==> config.mk <==
export PLATFORM = sky130hd
export DESIGN_NAME = nrp_host
export DESIGN_NICKNAME = d
export VERILOG_FILES = /design/src/core/nrp_pkg.sv /design/src/core/nrp_axil_regs.sv /design/src/core/nrp_host.sv
export SDC_FILE = /design/constraint.sdc
export NUM_CORES = 1
export LEC_CHECK = 0
export BUFFER_PORTS_ARGS = -buffer_cell sky130_fd_sc_hd__clkbuf_2
export CORE_ASPECT_RATIO = 0.7
export CORE_MARGIN = 4
export CORE_UTILIZATION = 50
export CTS_CLUSTER_SIZE = 8
export DETAILED_ROUTE_END_ITERATION = 10
export HOLD_SLACK_MARGIN = 0.05
export PLACE_DENSITY = 0.8
export SLEW_MARGIN = 10
export SYNTH_ARGS = -nofsm -noshare
export SYNTH_HDL_FRONTEND = slang
export SYNTH_SLANG_ARGS = --single-unit
==> constraint.sdc <==
create_clock -name aclk -period 2.6 [get_ports aclk]
set_input_delay 0.13 -clock aclk [delete_from_list [all_inputs] [get_ports aclk]]
set_output_delay 0.13 -clock aclk [all_outputs]
set_load 0.05 [all_outputs]
==> src/core/nrp_pkg.sv <==
// Purpose: shared constants and types for the byte-wide read-only ROM
//          host controller
// Assumes: aclk at 125 MHz; device timing figures are in nanoseconds
// Notes:   every count is derived from its time and the clock period
package nrp_pkg;

  localparam int CLK_NS = 8;

  // device timing, figures as printed
  localparam int T_WP_NS  = 25;   // write pulse width, least
  localparam int T_WC_NS  = 50;   // write cycle time, least
  localparam int T_RP_NS  = 35;   // read pulse width, least
  localparam int T_REH_NS = 15;   // output strobe high hold, least
  localparam int T_WB_NS  = 200;  // input strobe high to busy, longest
  localparam int T_RB_NS  = 200;  // last strobe to busy, longest
  localparam int T_RR_NS  = 20;   // ready to output strobe low, least
  localparam int T_R_NS   = 7000; // array fetch time, longest

  localparam int SYNC_CYC = 2;    // pin synchroniser latency

  // cycle counts: least times round up, the busy window is a wait floor
  localparam logic [9:0] C_WP  = 10'((T_WP_NS + CLK_NS - 1) / CLK_NS);
  localparam logic [9:0] C_WH  =
    10'((T_WC_NS + CLK_NS - 1) / CLK_NS - (T_WP_NS + CLK_NS - 1) / CLK_NS);
  localparam logic [9:0] C_RE  =
    10'((T_RP_NS + CLK_NS - 1) / CLK_NS + SYNC_CYC);
  localparam logic [9:0] C_REH = 10'((T_REH_NS + CLK_NS - 1) / CLK_NS);
  localparam logic [9:0] C_WB  = 10'((T_WB_NS + CLK_NS - 1) / CLK_NS);
  localparam logic [9:0] C_RB  = 10'((T_RB_NS + CLK_NS - 1) / CLK_NS);
  localparam logic [9:0] C_RR  = 10'((T_RR_NS + CLK_NS - 1) / CLK_NS);
  localparam logic [9:0] C_R   = 10'(T_R_NS / CLK_NS);

  // command codes on the shared bus
  localparam logic [7:0] CMD_READ_A = 8'h00;
  localparam logic [7:0] CMD_READ_B = 8'h01;
  localparam logic [7:0] CMD_READ_C = 8'h50;
  localparam logic [7:0] CMD_RESET  = 8'hFF;

  // host operations written to the command register
  localparam logic [2:0] OP_RD_A  = 3'h0;
  localparam logic [2:0] OP_RD_B  = 3'h1;
  localparam logic [2:0] OP_RD_C  = 3'h2;
  localparam logic [2:0] OP_RESET = 3'h3;
  localparam logic [2:0] OP_NEXT  = 3'h4;
  localparam logic [2:0] OP_CLOSE = 3'h5;

  // page and block geometry
  localparam logic [9:0] LAST_COL   = 10'h20F; // 528 bytes per page
  localparam logic [1:0] BASE_A     = 2'h0;    // column 0
  localparam logic [1:0] BASE_B     = 2'h1;    // column 256
  localparam logic [1:0] BASE_C     = 2'h2;    // column 512, 16 bytes
  localparam logic [4:0] LAST_PAGE  = 5'h1F;   // 32 pages per block

  // register map, byte addresses
  localparam logic [11:0] REG_CMD    = 12'h000;
  localparam logic [11:0] REG_ADDR   = 12'h004;
  localparam logic [11:0] REG_STATUS = 12'h008;
  localparam logic [23:0] ADDR_RST   = 24'h000000;
  localparam logic [1:0]  RESP_OKAY  = 2'h0;
  localparam logic [1:0]  RESP_SLV   = 2'h2;

  // status bit positions
  localparam int ST_BUSY = 0;
  localparam int ST_RDY  = 1;
  localparam int ST_OPEN = 2;
  localparam int ST_END  = 3;
  localparam int ST_INIT = 4;
  localparam int ST_REF  = 5;
  localparam int ST_TMO  = 6;
  localparam int ST_DATA = 8;
  localparam int ST_COL  = 16;

  typedef struct packed {
    logic       ce_n;
    logic       cle;
    logic       ale;
    logic       we_n;
    logic       re_n;
    logic       io_oe;
    logic [7:0] io_out;
  } nrp_pins_type;

  localparam nrp_pins_type PINS_RST = '{1'b1, 1'b0, 1'b0, 1'b1, 1'b1,
                                        1'b0, 8'h00};

  typedef struct packed {
    logic       valid;
    logic [2:0] op;
  } nrp_cmd_type;

endpackage

==> src/core/nrp_axil_regs.sv <==
// Purpose: AXI4-Lite slave holding the command, address and status words
// Assumes: one write and one read at most outstanding
// Notes:   a command write yields a one-cycle pulse toward the sequencer
`timescale 1ns/1ps
`default_nettype none
module nrp_axil_regs (
  input  wire logic                 aclk,
  input  wire logic                 aresetn,
  input  wire logic [11:0]          s_axi_awaddr,
  input  wire logic                 s_axi_awvalid,
  output logic                      s_axi_awready,
  input  wire logic [31:0]          s_axi_wdata,
  input  wire logic [3:0]           s_axi_wstrb,
  input  wire logic                 s_axi_wvalid,
  output logic                      s_axi_wready,
  output logic [1:0]                s_axi_bresp,
  output logic                      s_axi_bvalid,
  input  wire logic                 s_axi_bready,
  input  wire logic [11:0]          s_axi_araddr,
  input  wire logic                 s_axi_arvalid,
  output logic                      s_axi_arready,
  output logic [31:0]               s_axi_rdata,
  output logic [1:0]                s_axi_rresp,
  output logic                      s_axi_rvalid,
  input  wire logic                 s_axi_rready,
  input  wire logic [31:0]          status,
  output logic [23:0]               addr_q,
  output var nrp_pkg::nrp_cmd_type  cmd_q
);

  logic [11:0] awa_q, awa_d;
  logic        awh_q, awh_d, wh_q, wh_d, bv_q, bv_d, rv_q, rv_d;
  logic [31:0] wd_q, wd_d, rd_q, rd_d;
  logic [3:0]  ws_q, ws_d;
  logic [1:0]  br_q, br_d, rr_q, rr_d;
  logic [23:0] addr_d;
  nrp_pkg::nrp_cmd_type cmd_d;

  // word select: 0 command, 1 address, 2 status, 3 unmapped
  function automatic logic [1:0] reg_sel(input logic [11:0] a);
    logic [1:0] s;
    s = 2'h3;
    if ({a[11:2], 2'b00} == nrp_pkg::REG_CMD) s = 2'h0;
    if ({a[11:2], 2'b00} == nrp_pkg::REG_ADDR) s = 2'h1;
    if ({a[11:2], 2'b00} == nrp_pkg::REG_STATUS) s = 2'h2;
    return s;
  endfunction

  // address and data are taken in either order, held until both are in
  assign s_axi_awready = !awh_q && !bv_q;
  assign s_axi_wready  = !wh_q && !bv_q;
  assign s_axi_arready = !rv_q;
  assign s_axi_bvalid  = bv_q;
  assign s_axi_bresp   = br_q;
  assign s_axi_rvalid  = rv_q;
  assign s_axi_rresp   = rr_q;
  assign s_axi_rdata   = rd_q;

  // bus next state
  always_comb begin
    awa_d  = awa_q;
    awh_d  = awh_q;
    wd_d   = wd_q;
    ws_d   = ws_q;
    wh_d   = wh_q;
    bv_d   = bv_q;
    br_d   = br_q;
    rv_d   = rv_q;
    rr_d   = rr_q;
    rd_d   = rd_q;
    addr_d = addr_q;
    cmd_d  = '{1'b0, cmd_q.op};
    if (s_axi_awvalid && s_axi_awready) begin
      awa_d = s_axi_awaddr;
      awh_d = 1'b1;
    end
    if (s_axi_wvalid && s_axi_wready) begin
      wd_d = s_axi_wdata;
      ws_d = s_axi_wstrb;
      wh_d = 1'b1;
    end
    if (awh_q && wh_q) begin
      awh_d = 1'b0;
      wh_d  = 1'b0;
      bv_d  = 1'b1;
      br_d  = nrp_pkg::RESP_OKAY;
      unique case (reg_sel(awa_q))
        2'h0: if (ws_q[0]) cmd_d = '{1'b1, wd_q[2:0]};
        2'h1: begin
          if (ws_q[0]) addr_d[7:0] = wd_q[7:0];
          if (ws_q[1]) addr_d[15:8] = wd_q[15:8];
          if (ws_q[2]) addr_d[23:16] = wd_q[23:16];
        end
        2'h2: br_d = nrp_pkg::RESP_OKAY; // status is read only
        2'h3: br_d = nrp_pkg::RESP_SLV;
      endcase
    end
    if (bv_q && s_axi_bready) bv_d = 1'b0;
    if (rv_q && s_axi_rready) rv_d = 1'b0;
    if (s_axi_arvalid && s_axi_arready) begin
      rv_d = 1'b1;
      rr_d = nrp_pkg::RESP_OKAY;
      unique case (reg_sel(s_axi_araddr))
        2'h0: rd_d = 32'h00000000;
        2'h1: rd_d = {8'h00, addr_q};
        2'h2: rd_d = status;
        2'h3: begin
          rd_d = 32'h00000000;
          rr_d = nrp_pkg::RESP_SLV;
        end
      endcase
    end
  end

  // bus registers
  always_ff @(posedge aclk) begin
    if (!aresetn) begin
      awa_q  <= 12'h000;
      awh_q  <= 1'b0;
      wd_q   <= 32'h00000000;
      ws_q   <= 4'h0;
      wh_q   <= 1'b0;
      bv_q   <= 1'b0;
      br_q   <= nrp_pkg::RESP_OKAY;
      rv_q   <= 1'b0;
      rr_q   <= nrp_pkg::RESP_OKAY;
      rd_q   <= 32'h00000000;
      addr_q <= nrp_pkg::ADDR_RST;
      cmd_q  <= '{1'b0, 3'h0};
    end else begin
      awa_q  <= awa_d;
      awh_q  <= awh_d;
      wd_q   <= wd_d;
      ws_q   <= ws_d;
      wh_q   <= wh_d;
      bv_q   <= bv_d;
      br_q   <= br_d;
      rv_q   <= rv_d;
      rr_q   <= rr_d;
      rd_q   <= rd_d;
      addr_q <= addr_d;
      cmd_q  <= cmd_d;
    end
  end

endmodule
`default_nettype wire

==> src/core/nrp_host.sv <==
// Purpose: host sequencer that drives a strobe-driven byte-wide ROM
// Assumes: pins are asynchronous to aclk and pass two flip-flops
// Notes:   software issues reads, steps bytes and resets by register
// Contract
// - commands, addresses, data share 8-bit bus; flags pick cycle type
// - host sends no command except reset while device is busy
// - read address: bits 7..0, 16..9, then 23..17 with top bit zero
// - mode C first address cycle carries only bits 3..0
// - host issues only the three read codes and reset
// - after power-on chip select high, then reset before any read
`timescale 1ns/1ps
`default_nettype none
module nrp_host (
  input  wire logic                 aclk,
  input  wire logic                 aresetn,
  input  wire logic [11:0]          s_axi_awaddr,
  input  wire logic                 s_axi_awvalid,
  output logic                      s_axi_awready,
  input  wire logic [31:0]          s_axi_wdata,
  input  wire logic [3:0]           s_axi_wstrb,
  input  wire logic                 s_axi_wvalid,
  output logic                      s_axi_wready,
  output logic [1:0]                s_axi_bresp,
  output logic                      s_axi_bvalid,
  input  wire logic                 s_axi_bready,
  input  wire logic [11:0]          s_axi_araddr,
  input  wire logic                 s_axi_arvalid,
  output logic                      s_axi_arready,
  output logic [31:0]               s_axi_rdata,
  output logic [1:0]                s_axi_rresp,
  output logic                      s_axi_rvalid,
  input  wire logic                 s_axi_rready,
  output var nrp_pkg::nrp_pins_type pins_q,
  input  wire logic [7:0]           io_in,
  input  wire logic                 ready_busy_n
);
  typedef enum logic [6:0] {
    S_IDLE  = 7'h01,
    S_WE_LO = 7'h02,
    S_WE_HI = 7'h04,
    S_WAIT  = 7'h08,
    S_RDY   = 7'h10,
    S_RE_LO = 7'h20,
    S_RE_HI = 7'h40
  } nrp_state_type;
  nrp_state_type        state_q, state_d;
  nrp_pkg::nrp_pins_type pins_d;
  nrp_pkg::nrp_cmd_type  cmd;
  logic [23:0] addr;
  logic [31:0] status;
  logic [8:0]  meta_q, sync_q;
  logic        rb_s;
  logic [7:0]  io_s;
  logic [9:0]  cnt_q, cnt_d, col_q, col_d;
  logic [4:0]  page_q, page_d;
  logic [2:0]  mode_q, mode_d;
  logic [1:0]  idx_q, idx_d;
  logic [7:0]  data_q, data_d;
  logic        rdy_q, rdy_d, open_q, open_d, end_q, end_d;
  logic        init_q, init_d, ref_q, ref_d, tmo_q, tmo_d;
  nrp_axil_regs u_regs (
    .aclk          (aclk),            .aresetn       (aresetn),
    .s_axi_awaddr  (s_axi_awaddr),    .s_axi_awvalid (s_axi_awvalid),
    .s_axi_awready (s_axi_awready),   .s_axi_wdata   (s_axi_wdata),
    .s_axi_wstrb   (s_axi_wstrb),     .s_axi_wvalid  (s_axi_wvalid),
    .s_axi_wready  (s_axi_wready),    .s_axi_bresp   (s_axi_bresp),
    .s_axi_bvalid  (s_axi_bvalid),    .s_axi_bready  (s_axi_bready),
    .s_axi_araddr  (s_axi_araddr),    .s_axi_arvalid (s_axi_arvalid),
    .s_axi_arready (s_axi_arready),   .s_axi_rdata   (s_axi_rdata),
    .s_axi_rresp   (s_axi_rresp),     .s_axi_rvalid  (s_axi_rvalid),
    .s_axi_rready  (s_axi_rready),    .status        (status),
    .addr_q        (addr),            .cmd_q         (cmd)
  );
  // two-flop synchronisers on the ready line and the data bus
  for (genvar i = 0; i < 9; i++) begin : g_sync
    always_ff @(posedge aclk) begin
      meta_q[i] <= aresetn && ((i == 8) ? ready_busy_n : io_in[i % 8]);
      sync_q[i] <= aresetn && meta_q[i];
    end
  end
  assign rb_s = sync_q[8];
  assign io_s = sync_q[7:0];
  assign status = {6'h00, col_q, data_q, 1'b0, tmo_q, ref_q, init_q,
                   end_q, open_q, rb_s, state_q != S_IDLE};
  // only the four legal codes can ever leave the host
  function automatic logic [7:0] cmd_code(input logic [2:0] m);
    logic [7:0] c;
    c = nrp_pkg::CMD_RESET;
    if (m == nrp_pkg::OP_RD_A) c = nrp_pkg::CMD_READ_A;
    if (m == nrp_pkg::OP_RD_B) c = nrp_pkg::CMD_READ_B;
    if (m == nrp_pkg::OP_RD_C) c = nrp_pkg::CMD_READ_C;
    return c;
  endfunction
  // byte of the command sequence; bit 8 of the address is never sent
  function automatic logic [7:0] seq_byte(input logic [1:0] i,
                                          input logic [2:0] m,
                                          input logic [23:0] a);
    logic [7:0] b;
    b = 8'h00;
    unique case (i)
      2'd0: b = cmd_code(m);
      2'd1: b = (m == nrp_pkg::OP_RD_C) ? {4'h0, a[3:0]} : a[7:0];
      2'd2: b = a[16:9];
      2'd3: b = {1'b0, a[23:17]};
    endcase
    return b;
  endfunction
  // sequencer next state
  always_comb begin
    state_d = state_q;
    pins_d  = pins_q;
    cnt_d   = cnt_q - 10'h001;
    col_d   = col_q;
    page_d  = page_q;
    mode_d  = mode_q;
    idx_d   = idx_q;
    data_d  = data_q;
    {rdy_d, open_d, end_d, init_d, ref_d, tmo_d} =
      {rdy_q, open_q, end_q, init_q, ref_q, tmo_q};
    unique case (state_q)
      S_IDLE: begin
        cnt_d = cnt_q;
        if (cmd.valid) begin
          ref_d = 1'b0;
          if (cmd.op == nrp_pkg::OP_RESET ||
              (cmd.op <= nrp_pkg::OP_RD_C && init_q && rb_s)) begin
            // reset goes out even when busy; reads wait for ready
            mode_d  = cmd.op;
            idx_d   = 2'd0;
            open_d  = 1'b0;
            pins_d  = '{1'b0, 1'b1, 1'b0, 1'b0, 1'b1, 1'b1,
                        cmd_code(cmd.op)};
            cnt_d   = nrp_pkg::C_WP;
            state_d = S_WE_LO;
          end else if (cmd.op == nrp_pkg::OP_NEXT && open_q && !end_q &&
                       rb_s) begin
            pins_d.re_n  = 1'b0;
            pins_d.io_oe = 1'b0;
            cnt_d        = nrp_pkg::C_RE;
            state_d      = S_RE_LO;
          end else if (cmd.op == nrp_pkg::OP_CLOSE) begin
            pins_d.ce_n = 1'b1;
            open_d      = 1'b0;
          end else ref_d = 1'b1;
        end
      end
      S_WE_LO: if (cnt_q == 10'h001) begin
        pins_d.we_n = 1'b1;
        cnt_d       = nrp_pkg::C_WH;
        state_d     = S_WE_HI;
      end
      S_WE_HI: if (cnt_q == 10'h001) begin
        if (mode_q == nrp_pkg::OP_RESET || idx_q == 2'd3) begin
          pins_d.cle   = 1'b0;
          pins_d.ale   = 1'b0;
          pins_d.io_oe = 1'b0;
          rdy_d        = 1'b1;
          cnt_d        = nrp_pkg::C_WB;
          state_d      = S_WAIT;
          if (mode_q != nrp_pkg::OP_RESET) begin
            // byte position inside page and block, by area
            open_d = 1'b1;
            end_d  = 1'b0;
            page_d = addr[13:9];
            unique case (mode_q)
              nrp_pkg::OP_RD_B: col_d = {nrp_pkg::BASE_B, addr[7:0]};
              nrp_pkg::OP_RD_C: col_d = {nrp_pkg::BASE_C, 4'h0, addr[3:0]};
              default:          col_d = {nrp_pkg::BASE_A, addr[7:0]};
            endcase
          end
        end else begin
          idx_d   = idx_q + 2'd1;
          pins_d  = '{1'b0, 1'b0, 1'b1, 1'b0, 1'b1, 1'b1,
                      seq_byte(idx_q + 2'd1, mode_q, addr)};
          cnt_d   = nrp_pkg::C_WP;
          state_d = S_WE_LO;
        end
      end
      S_WAIT: if (cnt_q == 10'h001) begin
        // the busy window or the ready-to-strobe wait has passed; after a busy window the ready line tells the truth
        cnt_d   = nrp_pkg::C_R;
        state_d = rdy_q ? S_RDY : S_IDLE;
      end
      S_RDY: begin
        if (rb_s) begin
          rdy_d   = 1'b0;
          cnt_d   = nrp_pkg::C_RR;
          state_d = S_WAIT;
          if (mode_q == nrp_pkg::OP_RESET) begin
            init_d      = 1'b1;
            pins_d.ce_n = 1'b1;
          end
        end else if (cnt_q == 10'h001) begin
          // a fetch or reset that never ends: give up and free the chip
          tmo_d       = 1'b1;
          open_d      = 1'b0;
          rdy_d       = 1'b0;
          pins_d.ce_n = 1'b1;
          state_d     = S_IDLE;
        end
      end
      S_RE_LO: if (cnt_q == 10'h001) begin
        data_d      = io_s;
        pins_d.re_n = 1'b1;
        cnt_d       = nrp_pkg::C_REH;
        state_d     = S_RE_HI;
      end
      S_RE_HI: if (cnt_q == 10'h001) begin
        state_d = S_IDLE;
        col_d   = col_q + 10'h001;
        if (col_q == nrp_pkg::LAST_COL) begin
          col_d = 10'h000;
          if (page_q == nrp_pkg::LAST_PAGE) end_d = 1'b1;
          else begin
            page_d  = page_q + 5'h01;
            rdy_d   = 1'b1;
            cnt_d   = nrp_pkg::C_RB;
            state_d = S_WAIT;
          end
        end
      end
      default: state_d = S_IDLE;
    endcase
  end
  // sequencer registers; chip select stays high out of reset
  always_ff @(posedge aclk) begin
    if (!aresetn) begin
      state_q <= S_IDLE;
      pins_q  <= nrp_pkg::PINS_RST;
      cnt_q   <= 10'h000;
      col_q   <= 10'h000;
      page_q  <= 5'h00;
      mode_q  <= nrp_pkg::OP_RESET;
      idx_q   <= 2'd0;
      data_q  <= 8'h00;
      {rdy_q, open_q, end_q, init_q, ref_q, tmo_q} <= 6'h00;
    end else begin
      state_q <= state_d;
      pins_q  <= pins_d;
      cnt_q   <= cnt_d;
      col_q   <= col_d;
      page_q  <= page_d;
      mode_q  <= mode_d;
      idx_q   <= idx_d;
      data_q  <= data_d;
      {rdy_q, open_q, end_q, init_q, ref_q, tmo_q} <=
        {rdy_d, open_d, end_d, init_d, ref_d, tmo_d};
    end
  end
endmodule
`default_nettype wire

# After elaboration in Yosys (flattened, before gate mapping)
# Index checks and enable logic that the tools add are counted.
dict set report word_totals {
  regBits 190
  latchBits 0
  ram_bits 0
  mem_bits_ro 0
  inputBits 76
  output_inout_bits 55
  word_cells 309
  memories 0
}
dict set report op_classes {
  n_addsub 4
  n_mul 0
  n_div 0
  n_lt_le_gt_ge 1
  n_eq_ne 53
  shifts 0
  muxes 118
  bitwise 2
  reduce_logical 78
}
# cell n
set ops {}
lappend ops {{$mux W10} 16}
lappend ops {{$pmux W32 S3} 1}
lappend ops {{$mux W8} 9}
lappend ops {{$mux W7} 10}
lappend ops {{$pmux W10 S7} 1}
lappend ops {{$pmux W7 S7} 1}
lappend ops {{$mux W5} 8}
lappend ops {{$pmux W10 S2} 2}
lappend ops {{$mux W1} 35}
lappend ops {{$mux W2} 17}
lappend ops {{$pmux W8 S4} 1}
lappend ops {{$logic_and A1 B1 Y1} 31}
lappend ops {{$eq A10 B1 Y1 const B} 3}
lappend ops {{$mux W14} 2}
lappend ops {{$ne A2 B2 Y1 const B} 14}
lappend ops {{$reduce_and A3 Y1} 8}
lappend ops {{$reduce_and A7 Y1} 3}
lappend ops {{$eq A10 B2 Y1 const B} 2}
lappend ops {{$logic_not A10 Y1} 2}
lappend ops {{$pmux W9 S2} 1}
lappend ops {{$mux W4} 4}
lappend ops {{$reduce_and A8 Y1} 2}
lappend ops {{$ne A3 B3 Y1 const B} 5}
lappend ops {{$pmux W1 S3} 5}
lappend ops {{39 further kinds} 73}

# Logic depth before layout (Yosys ltp)
# Gate-level depths: netlist of the first run.
dict set report depth {
  ltp_word 8
  mapped_depth 11
}

# By module
# A second synthesis of the first run with hierarchy kept.
dict set report unflattened {
  cells_unflattened 985
  hier_area_um2 8284.2
}
# mod instances cells_per_inst area_per_inst_um2 seq_area_each_um2
set by_module_without_submodules {}
lappend by_module_without_submodules {nrp_host 1 541 4377.9 1661.6}
lappend by_module_without_submodules {nrp_axil_regs 1 444 3906.2 2062.0}

# Least setup slack after synthesis of the first run
# No wires, ideal clock.
dict set report synth_path {
  kind {flip-flop to flip-flop}
  start {register u_regs.bv_q (netlist: u_regs.s_axi_bvalid)}
  end {register u_regs.wd_q[15]}
  arrival_ns 2.223
  t_required_ns 2.529
  setup_slack_ns 0.307
  path_stages_with_launch 7
  path_buffers 2
  path_cell_list {dfxtp_1 > nor2_1 > and2_1 > clkbuf_1 > clkbuf_1 > nand2_1 > a21oi_1}
}
dict set report synth_via {
  elab_chain_cells 3
}
# item line_no
set synth_rtl {}
lappend synth_rtl {{start: declaration} nrp_axil_regs.sv:32} ;# logic awh_q, awh_d, wh_q, wh_d, bv_q, bv_d, rv_q, rv_d;
lappend synth_rtl {{start signal: assignment} nrp_axil_regs.sv:136} ;# bv_q <= bv_d;
lappend synth_rtl {{$logic_not A1 Y1} nrp_axil_regs.sv:51} ;# assign s_axi_wready = !wh_q && !bv_q;
lappend synth_rtl {{$logic_and A1 B1 Y1} nrp_axil_regs.sv:51}
lappend synth_rtl {{named net s_axi_wready} nrp_host.sv:22} ;# output logic s_axi_wready,
lappend synth_rtl {{$logic_and A1 B1 Y1} nrp_axil_regs.sv:77} ;# if (s_axi_wvalid && s_axi_wready) begin
lappend synth_rtl {{end signal: assignment} nrp_axil_regs.sv:133} ;# wd_q <= wd_d;
lappend synth_rtl {{end: declaration} nrp_axil_regs.sv:33} ;# logic [31:0] wd_q, wd_d, rd_q, rd_d;
# The timed path passes the listed nets, and every way through them passes these cells.
# A chain may end at the register's enable or synchronous reset.

# Worst setup path in the final report of the first run
dict set report layout_path {
  start {register state_q[2]}
  end {register page_q[2]}
}
dict set report layout_via {
  elab_chain_cells 3
}
# item line_no
set layout_rtl {}
lappend layout_rtl {{start: declaration} nrp_host.sv:46} ;# nrp_state_type state_q, state_d;
lappend layout_rtl {{start signal: assignment} nrp_host.sv:238} ;# state_q <= state_d;
lappend layout_rtl {{$eq A7 B7 Y1 / $eq A7 B3 Y1 (equally long branches)} nrp_host.sv:120} ;# unique case (state_q)
lappend layout_rtl {{$ne A2 B2 Y1 (no source line) / $reduce_bool A2 Y1 (equally long branches)} --}
lappend layout_rtl {{$reduce_and A7 Y1 (no source line)} --}
lappend layout_rtl {{end signal: assignment} nrp_host.sv:242} ;# page_q <= page_d;
lappend layout_rtl {{end: declaration} nrp_host.sv:55} ;# logic [4:0] page_q, page_d;
# Parallel ways exist; a longest one is shown, timed or not.

==> results of run 1 <==
[cells in the mapped netlist, types with 6 or more instances]
master    instances
a21o_1            7
buf_4            13
and3_1           10
a221oi_1         24
nand4_1           6
clkbuf_1         49
a31oi_1          11
ha_1              9
nor3_1           35
buf_2             6
o21ai_0          40
nor3b_1          10
o21ai_1          13
buf_6             6
nand3_1          51
inv_1            11
nand2_1         161
and2_1           24
a21oi_1         120
nor2_1           97
mux2i_1          14
dfxtp_1         180
nor4_1            9
[final timing paths]
| path | slack, ns | start | depth (start not counted) | end |
|---|---|---|---|---|
| max reg2reg | 0.18 | state_q[2] | 6 | page_q[2] |
| max | 0.18 | state_q[2] | 6 | page_q[2] |
| min | 0.19 | aresetn | 3 | tmo_q |
| min reg2reg | 0.43 | meta_q[1] | 1 | io_s[1] |
[stage by stage]
| stage | setup WS [ns] | total power, mW | std cells | cell area, µm² | utilization |
|---|---|---|---|---|---|
| after floorplan | 0.307 | 4.28 | 1010 | 8180 | - |
| after global placement | 0.362 | 4.60 | 1289 | 8830 | 0.561 |
| after detailed placement | 0.285 | 4.63 | 1289 | 8830 | 0.561 |
| after CTS | 0.251 | 7.22 | 1372 | 9930 | 0.631 |
| after global routing | 0.0367 | 7.54 | 1372 | 9930 | 0.631 |
| final | 0.177 | 7.23 | 1372 | 9930 | 0.631 |
[registers in the layout (all words and copies together) (netlist names), 2 cells and up]
signal	flops
col_q	10
page_q	5
u_regs.cmd_q	4
u_regs.awa_q	10
idx_q	2
u_regs.addr_q	24
cnt_q	10
u_regs.wd_q	24
state_q	7
u_regs.s_axi_rdata	26
data_q	8
io_s	8
pins_q	14
meta_q	9
u_regs.ws_q	3
mode_q	3
[power by group through the flow]
stage | Sequential, mW | Combinational (mW) | Clock, mW
5_1_grt | 3.06 | 1.78 | 2.69
3_3_place_gp | 3.09 | 1.51 | 0
2_1_floorplan | 3.15 | 1.12 | 0
6_report | 3.05 | 1.63 | 2.55
3_5_place_dp | 3.10 | 1.53 | 0
4_1_cts | 3.04 | 1.59 | 2.58
[cells by family (layout without fill, tap and decap cells)]
kind of cell    Yosys count  in the layout  synth area share
simple gates            447            447             0.273
compound gates          261            261             0.196
flops                   180            180             0.442
buf+inv                  87            229            0.0525
mux                      15             15            0.0186
fa+ha+maj                 9              9            0.0138
xor+xnor                  3              3           0.00322
other cells               1              8          0.000460
[critical path: stages (launching register included)]
cell and delay (ns):
dfxtp_1 0.64, nor3b_1 0.43, nand4_1 0.21, a21oi_1 0.27, nand2_1 0.27, or2_2 0.38
a21oi_1 0.15
[what timing repair did]
item,in CTS,in global routing
setup buffers,0,0
hold endpoints to repair,49,0
hold buffers,51,0
[cell type report]
| cell class | instances | share of cell area |
|---|---|---|
| Clock buffer | 19 | 0.0446 |
| Clock inverter | 13 | 0.0145 |
| Inverter | 12 | 0.00479 |
| Multi-Input combinational cell | 743 | 0.419 |
| Sequential cell | 180 | 0.363 |
| Tap cell | 220 | 0.0277 |
| Timing Repair Buffer | 185 | 0.127 |
[layer usage]
metal  GRT usage  share of wire  wire length (µm)  vias up
li1            -              -                 -     3808
met1       0.362           0.45             10600     3659
met2       0.372           0.42              9950      456
met3      0.0713           0.11              2640       44
met4      0.0585          0.013               311        0
met5           0              0                 0        -
==> impl_metrics.yaml, run 1 <==
outcome:
  status: "finished, final reports clean"
route:
  detailroute.via_count: 7967
  initialDrtViolationCount: 813
  drt-pass1-iter-count: 10
  wire_per_inst_um: 17.1
  drc: 0
  ant_nets: 0
  per_cell_via_count_in_the_routed_design: 5.81
  detail_route.wirelength_mm: 23.5
clock_tree:
  tritoncts_clock_tree: "done"
  clock_path_buffers: 2
  cts.sink_count: 180
  cts_resized: 0
  clock_tree.htree_level_count: 4
  worstSkewPairLatency_ns: 0.43
  tritoncts.num_buffers: 17
  clk_pin_slew_worst_paths_ns: 0.07
  clk_root_buffer_cell: "clkbuf_16"
pwr:
  clockPowerShare: 0.354
  leakage_nw: 3.85
  cellPowerDensity_nw_per_um2: 728
  internal-power_mw: 4.85
  comb_power_frac: 0.225
  swShare: 0.329
  power.share.sequential: 0.422
  vdd.ir_drop.worst_mv: 0.381
  switchingPower_mw: 2.38
sta:
  whs_ns: 0.191
  timing.setup.tns_ns: 0
  rsz0062_at_grt: "no"
  layout_min_cycle_time_ns: 2.42
  period_share: 0.932
  timing.final.setup_violations: 0
  fmax_mhz: 413
  worstMarginPinSlew_ns: 0.913
  finalHoldViolCount: 0
  timing.final.max_slew_violations: 0
  clock-skew-final_ns: 0.0126
  worst_slew_margin_rel: 0.391
synthesis:
  syn-cell-area_um2: 8150
  synth_cell_type_count: 74
  number_of_synthesized_register_bits: 180
  synth.top_cells.by_area: "dfxtp_1 44%, nand2_1 7.4%, a21oi_1 7.4%"
  syn_area_per_cell_um2: 8.12
  synthFlopType: "dfxtp_1"
  synth_edf_count: 0
  post_synth_inst_count: 1003
  yosysSeqAreaShare: 0.442
  yosysWarningCount: 0
  async_flop_share: 0
  yosys_top_cell_area_share: 0.442
  post-synth-top-area-cell: "dfxtp_1"
final_layout:
  share_of_layout_cells_above_drive_strength_1: 0.174
  most-common-layout-cells: "180 x dfxtp_1, 161 x nand2_1, 120 x a21oi_1, 109 x clkbuf_2, 97 x nor2_1"
  seq_area_um2: 3600
  layout_commonest_cell: "dfxtp_1"
  final_nets: 1224
  flow.area_growth_from_synthesis_pct: 21.8
  multiInputGateArea_um2: 4160
  diodes: 0
  num-fill-cells: 1319
worst_setup_path:
  timing_worst_setup_path_type: "reg2reg"
  cp_data_required_time_ns: 2.96
  arrival_ns: 2.78
  critical_path_peak_fanout: 12
  worst_setup_path_start_kind: "flop"
  critical_path.endpoint_type: "flop"
floorplanning:
  floorplan.initialDensity: 0.518
  placement_rows: 38
  die-area_um2: 18400
  fp.coreArea_um2: 15700
  floorplan.io_pins: 131
  dieWidth_um: 161
  die_height_um: 115
grt:
  groute.usage.overall: 0.250
  grt.overflow.total: 0
  grt_antenna_before_repair: 0
  grt_max_degree: 70
  grt_first_pass_wirelength_mm: 37.5
  via_count_of_the_first_global_routing_pass: 7301
placement:
  place.detailed.hpwl_mm: 15.9
  gpl.final_weighted_congestion: 0.984
  io_buffer_count: 109
flow_run:
  cap_viol_max_count: 0
hold_path:
  hold_path.class: "in2reg"
(Power assumes the default switching activity.)
==> run 2: changes to the inputs <==
--- a/config.mk
+++ b/config.mk
@@ -6,13 +6,16 @@
 export NUM_CORES = 1
 export LEC_CHECK = 0
 export BUFFER_PORTS_ARGS = -buffer_cell sky130_fd_sc_hd__clkbuf_2
-export CORE_ASPECT_RATIO = 0.7
+export CELL_PAD_IN_SITES_DETAIL_PLACEMENT = 0
+export CELL_PAD_IN_SITES_GLOBAL_PLACEMENT = 2
+export CORE_ASPECT_RATIO = 0.75
 export CORE_MARGIN = 4
-export CORE_UTILIZATION = 50
+export CORE_UTILIZATION = 33
 export CTS_CLUSTER_SIZE = 8
 export DETAILED_ROUTE_END_ITERATION = 10
 export HOLD_SLACK_MARGIN = 0.05
-export PLACE_DENSITY = 0.8
+export PLACE_DENSITY = 0.87
+export SETUP_SLACK_MARGIN = 0.05
 export SLEW_MARGIN = 10
 export SYNTH_ARGS = -nofsm -noshare
 export SYNTH_HDL_FRONTEND = slang
==> run 2 against run 1 <==
  * Critical path depth up 1
  * Via count down 2.7%
  * Cell count up 9.5%
  * Highest routed layer unchanged
==> impl_metrics.yaml, run 2 (synthesis results as in run 1) <==
clock_tree:
  tritoncts_clock_tree: "done"
  tritoncts.num_buffers: 17
  clock_tree.htree_level_count: 4
  clk_root_buffer_cell: "clkbuf_16"
  cts_resized: 0
  cts_post_setup_buffers_inserted: 0
  cts.sink_count: 180
  worstSkewPairLatency_ns: 0.44
  clk_pin_slew_worst_paths_ns: 0.07
  clock_path_buffers: 2
grt:
  via_count_of_the_first_global_routing_pass: 7108
  groute.usage.overall: 0.185
  grt_antenna_before_repair: 0
  grt_max_degree: 53
  grt.overflow.total: 0
  grt_first_pass_wirelength_mm: 39.9
pwr:
  cellPowerDensity_nw_per_um2: 726
  internal-power_mw: 5.01
  leakage_nw: 3.94
  clockPowerShare: 0.348
  switchingPower_mw: 2.39
  vdd.ir_drop.worst_mv: 0.479
  comb_power_frac: 0.240
  power.share.sequential: 0.412
  swShare: 0.323
sta:
  whs_ns: 0.216
  timing.final.max_slew_violations: 0
  finalHoldViolCount: 0
  period_share: 0.891
  worstMarginPinSlew_ns: 0.792
  layout_min_cycle_time_ns: 2.32
  timing.final.setup_violations: 0
  rsz0062_at_grt: "no"
  fmax_mhz: 431
  worst_slew_margin_rel: 0.470
  timing.setup.tns_ns: 0
  smallest_setup_slack_after_layout_ns: 0.282
  clock-skew-final_ns: 0.00871
floorplanning:
  floorplan.initialDensity: 0.337
  dieWidth_um: 189
  floorplan.io_pins: 131
  placement_rows: 49
  die-area_um2: 27300
  die_height_um: 144
  fp.coreArea_um2: 24200
final_layout:
  share_of_layout_cells_above_drive_strength_1: 0.186
  flow.area_growth_from_synthesis_pct: 25.1
  largest_register_ffs: 26
  most-common-layout-cells: "180 x dfxtp_1, 161 x nand2_1, 120 x a21oi_1, 109 x clkbuf_2, 97 x nor2_1"
  num-fill-cells: 2548
  final_nets: 1243
  layout_commonest_cell: "dfxtp_1"
  diodes: 0
worst_setup_path:
  arrival_ns: 2.66
  cp_data_required_time_ns: 2.94
  critical_path.endpoint_type: "flop"
  critical_path_peak_fanout: 15
  setup.reg_to_reg.worst_slack_ns: 0.28
  timing_worst_setup_path_type: "reg2reg"
  worst_setup_path_start_kind: "flop"
route:
  wire_per_inst_um: 16.9
  detail_route.wirelength_mm: 25.4
  ant_nets: 0
  per_cell_via_count_in_the_routed_design: 5.16
  detailroute.via_count: 7751
  drc: 0
  initialDrtViolationCount: 762
  drt-pass1-iter-count: 5
placement:
  pre_cts_ws_ns: 0.324
  place.detailed.hpwl_mm: 18.2
  io_buffer_count: 109
  gpl.final_weighted_congestion: 0.876
outcome:
  status: "finished, final reports clean"
flow_run:
  cap_viol_max_count: 0
hold_path:
  hold_path.class: "in2reg"
==> run 2: timing repair <==
item	in CTS	in global routing
hold endpoints to repair	49	0
hold buffers	51	0
endpoints found under the setup margin	0	0
==> run 2: layout make-up <==
| class | count | area, µm² | area share |
|---|---|---|---|
| sequential | 180 | 3600 | 0.353 |
| clock buffer | 20 | 447 | 0.0438 |
| timing repair buffer | 204 | 1400 | 0.137 |
| inverter | 12 | 47.5 | 0.00466 |
| clock inverter | 12 | 131 | 0.0129 |
| tap | 331 | 414 | 0.0406 |
| multi-input combinational | 743 | 4160 | 0.408 |
==> run 2: layer usage <==
metal | GRT usage | wire length (µm)
met3 | 0.0430 | 1720
met4 | 0.0396 | 189
met1 | 0.294 | 13400
met2 | 0.250 | 10000
met5 | 0 | 0
==> run 2: through the flow <==
| stage | instances | total power, mW | utilization | area (µm²) |
|---|---|---|---|---|
| after floorplan | 1010 | 4.28 | - | 8180 |
| after global placement | 1419 | 4.80 | 0.377 | 9110 |
| after detailed placement | 1419 | 4.81 | 0.377 | 9110 |
| after CTS | 1502 | 7.46 | 0.422 | 10200 |
| after global routing | 1502 | 7.76 | 0.422 | 10200 |
| final | 1502 | 7.40 | 0.422 | 10200 |
==> run 2: critical path, cell delays in order, from the launching register on <==
cell     delay, ns
dfxtp_1       0.46
nor4_4        0.50
and2_1        0.24
buf_4         0.22
o21ai_1       0.20
and3_1        0.25
and2_1        0.16
o21a_1        0.18
==> run 2: worst paths after layout <==
| kind | start | to | cells after the start |
|---|---|---|---|
| min reg2reg | meta_q[8] | rb_s | 1 |
| max | state_q[4] | state_q[1] | 7 |
| max reg2reg | state_q[4] | state_q[1] | 7 |
| min | aresetn | data_q[2] | 3 |
==> run 2: power groups by stage <==
stage          sequential (mW)  combinational, mW  clock, mW
6_report                  3.05               1.77       2.58
5_1_grt                   3.07               1.95       2.74
4_1_cts                   3.05               1.76       2.64
3_5_place_dp              3.11               1.70          0
3_3_place_gp              3.11               1.69          0
2_1_floorplan             3.15               1.12          0
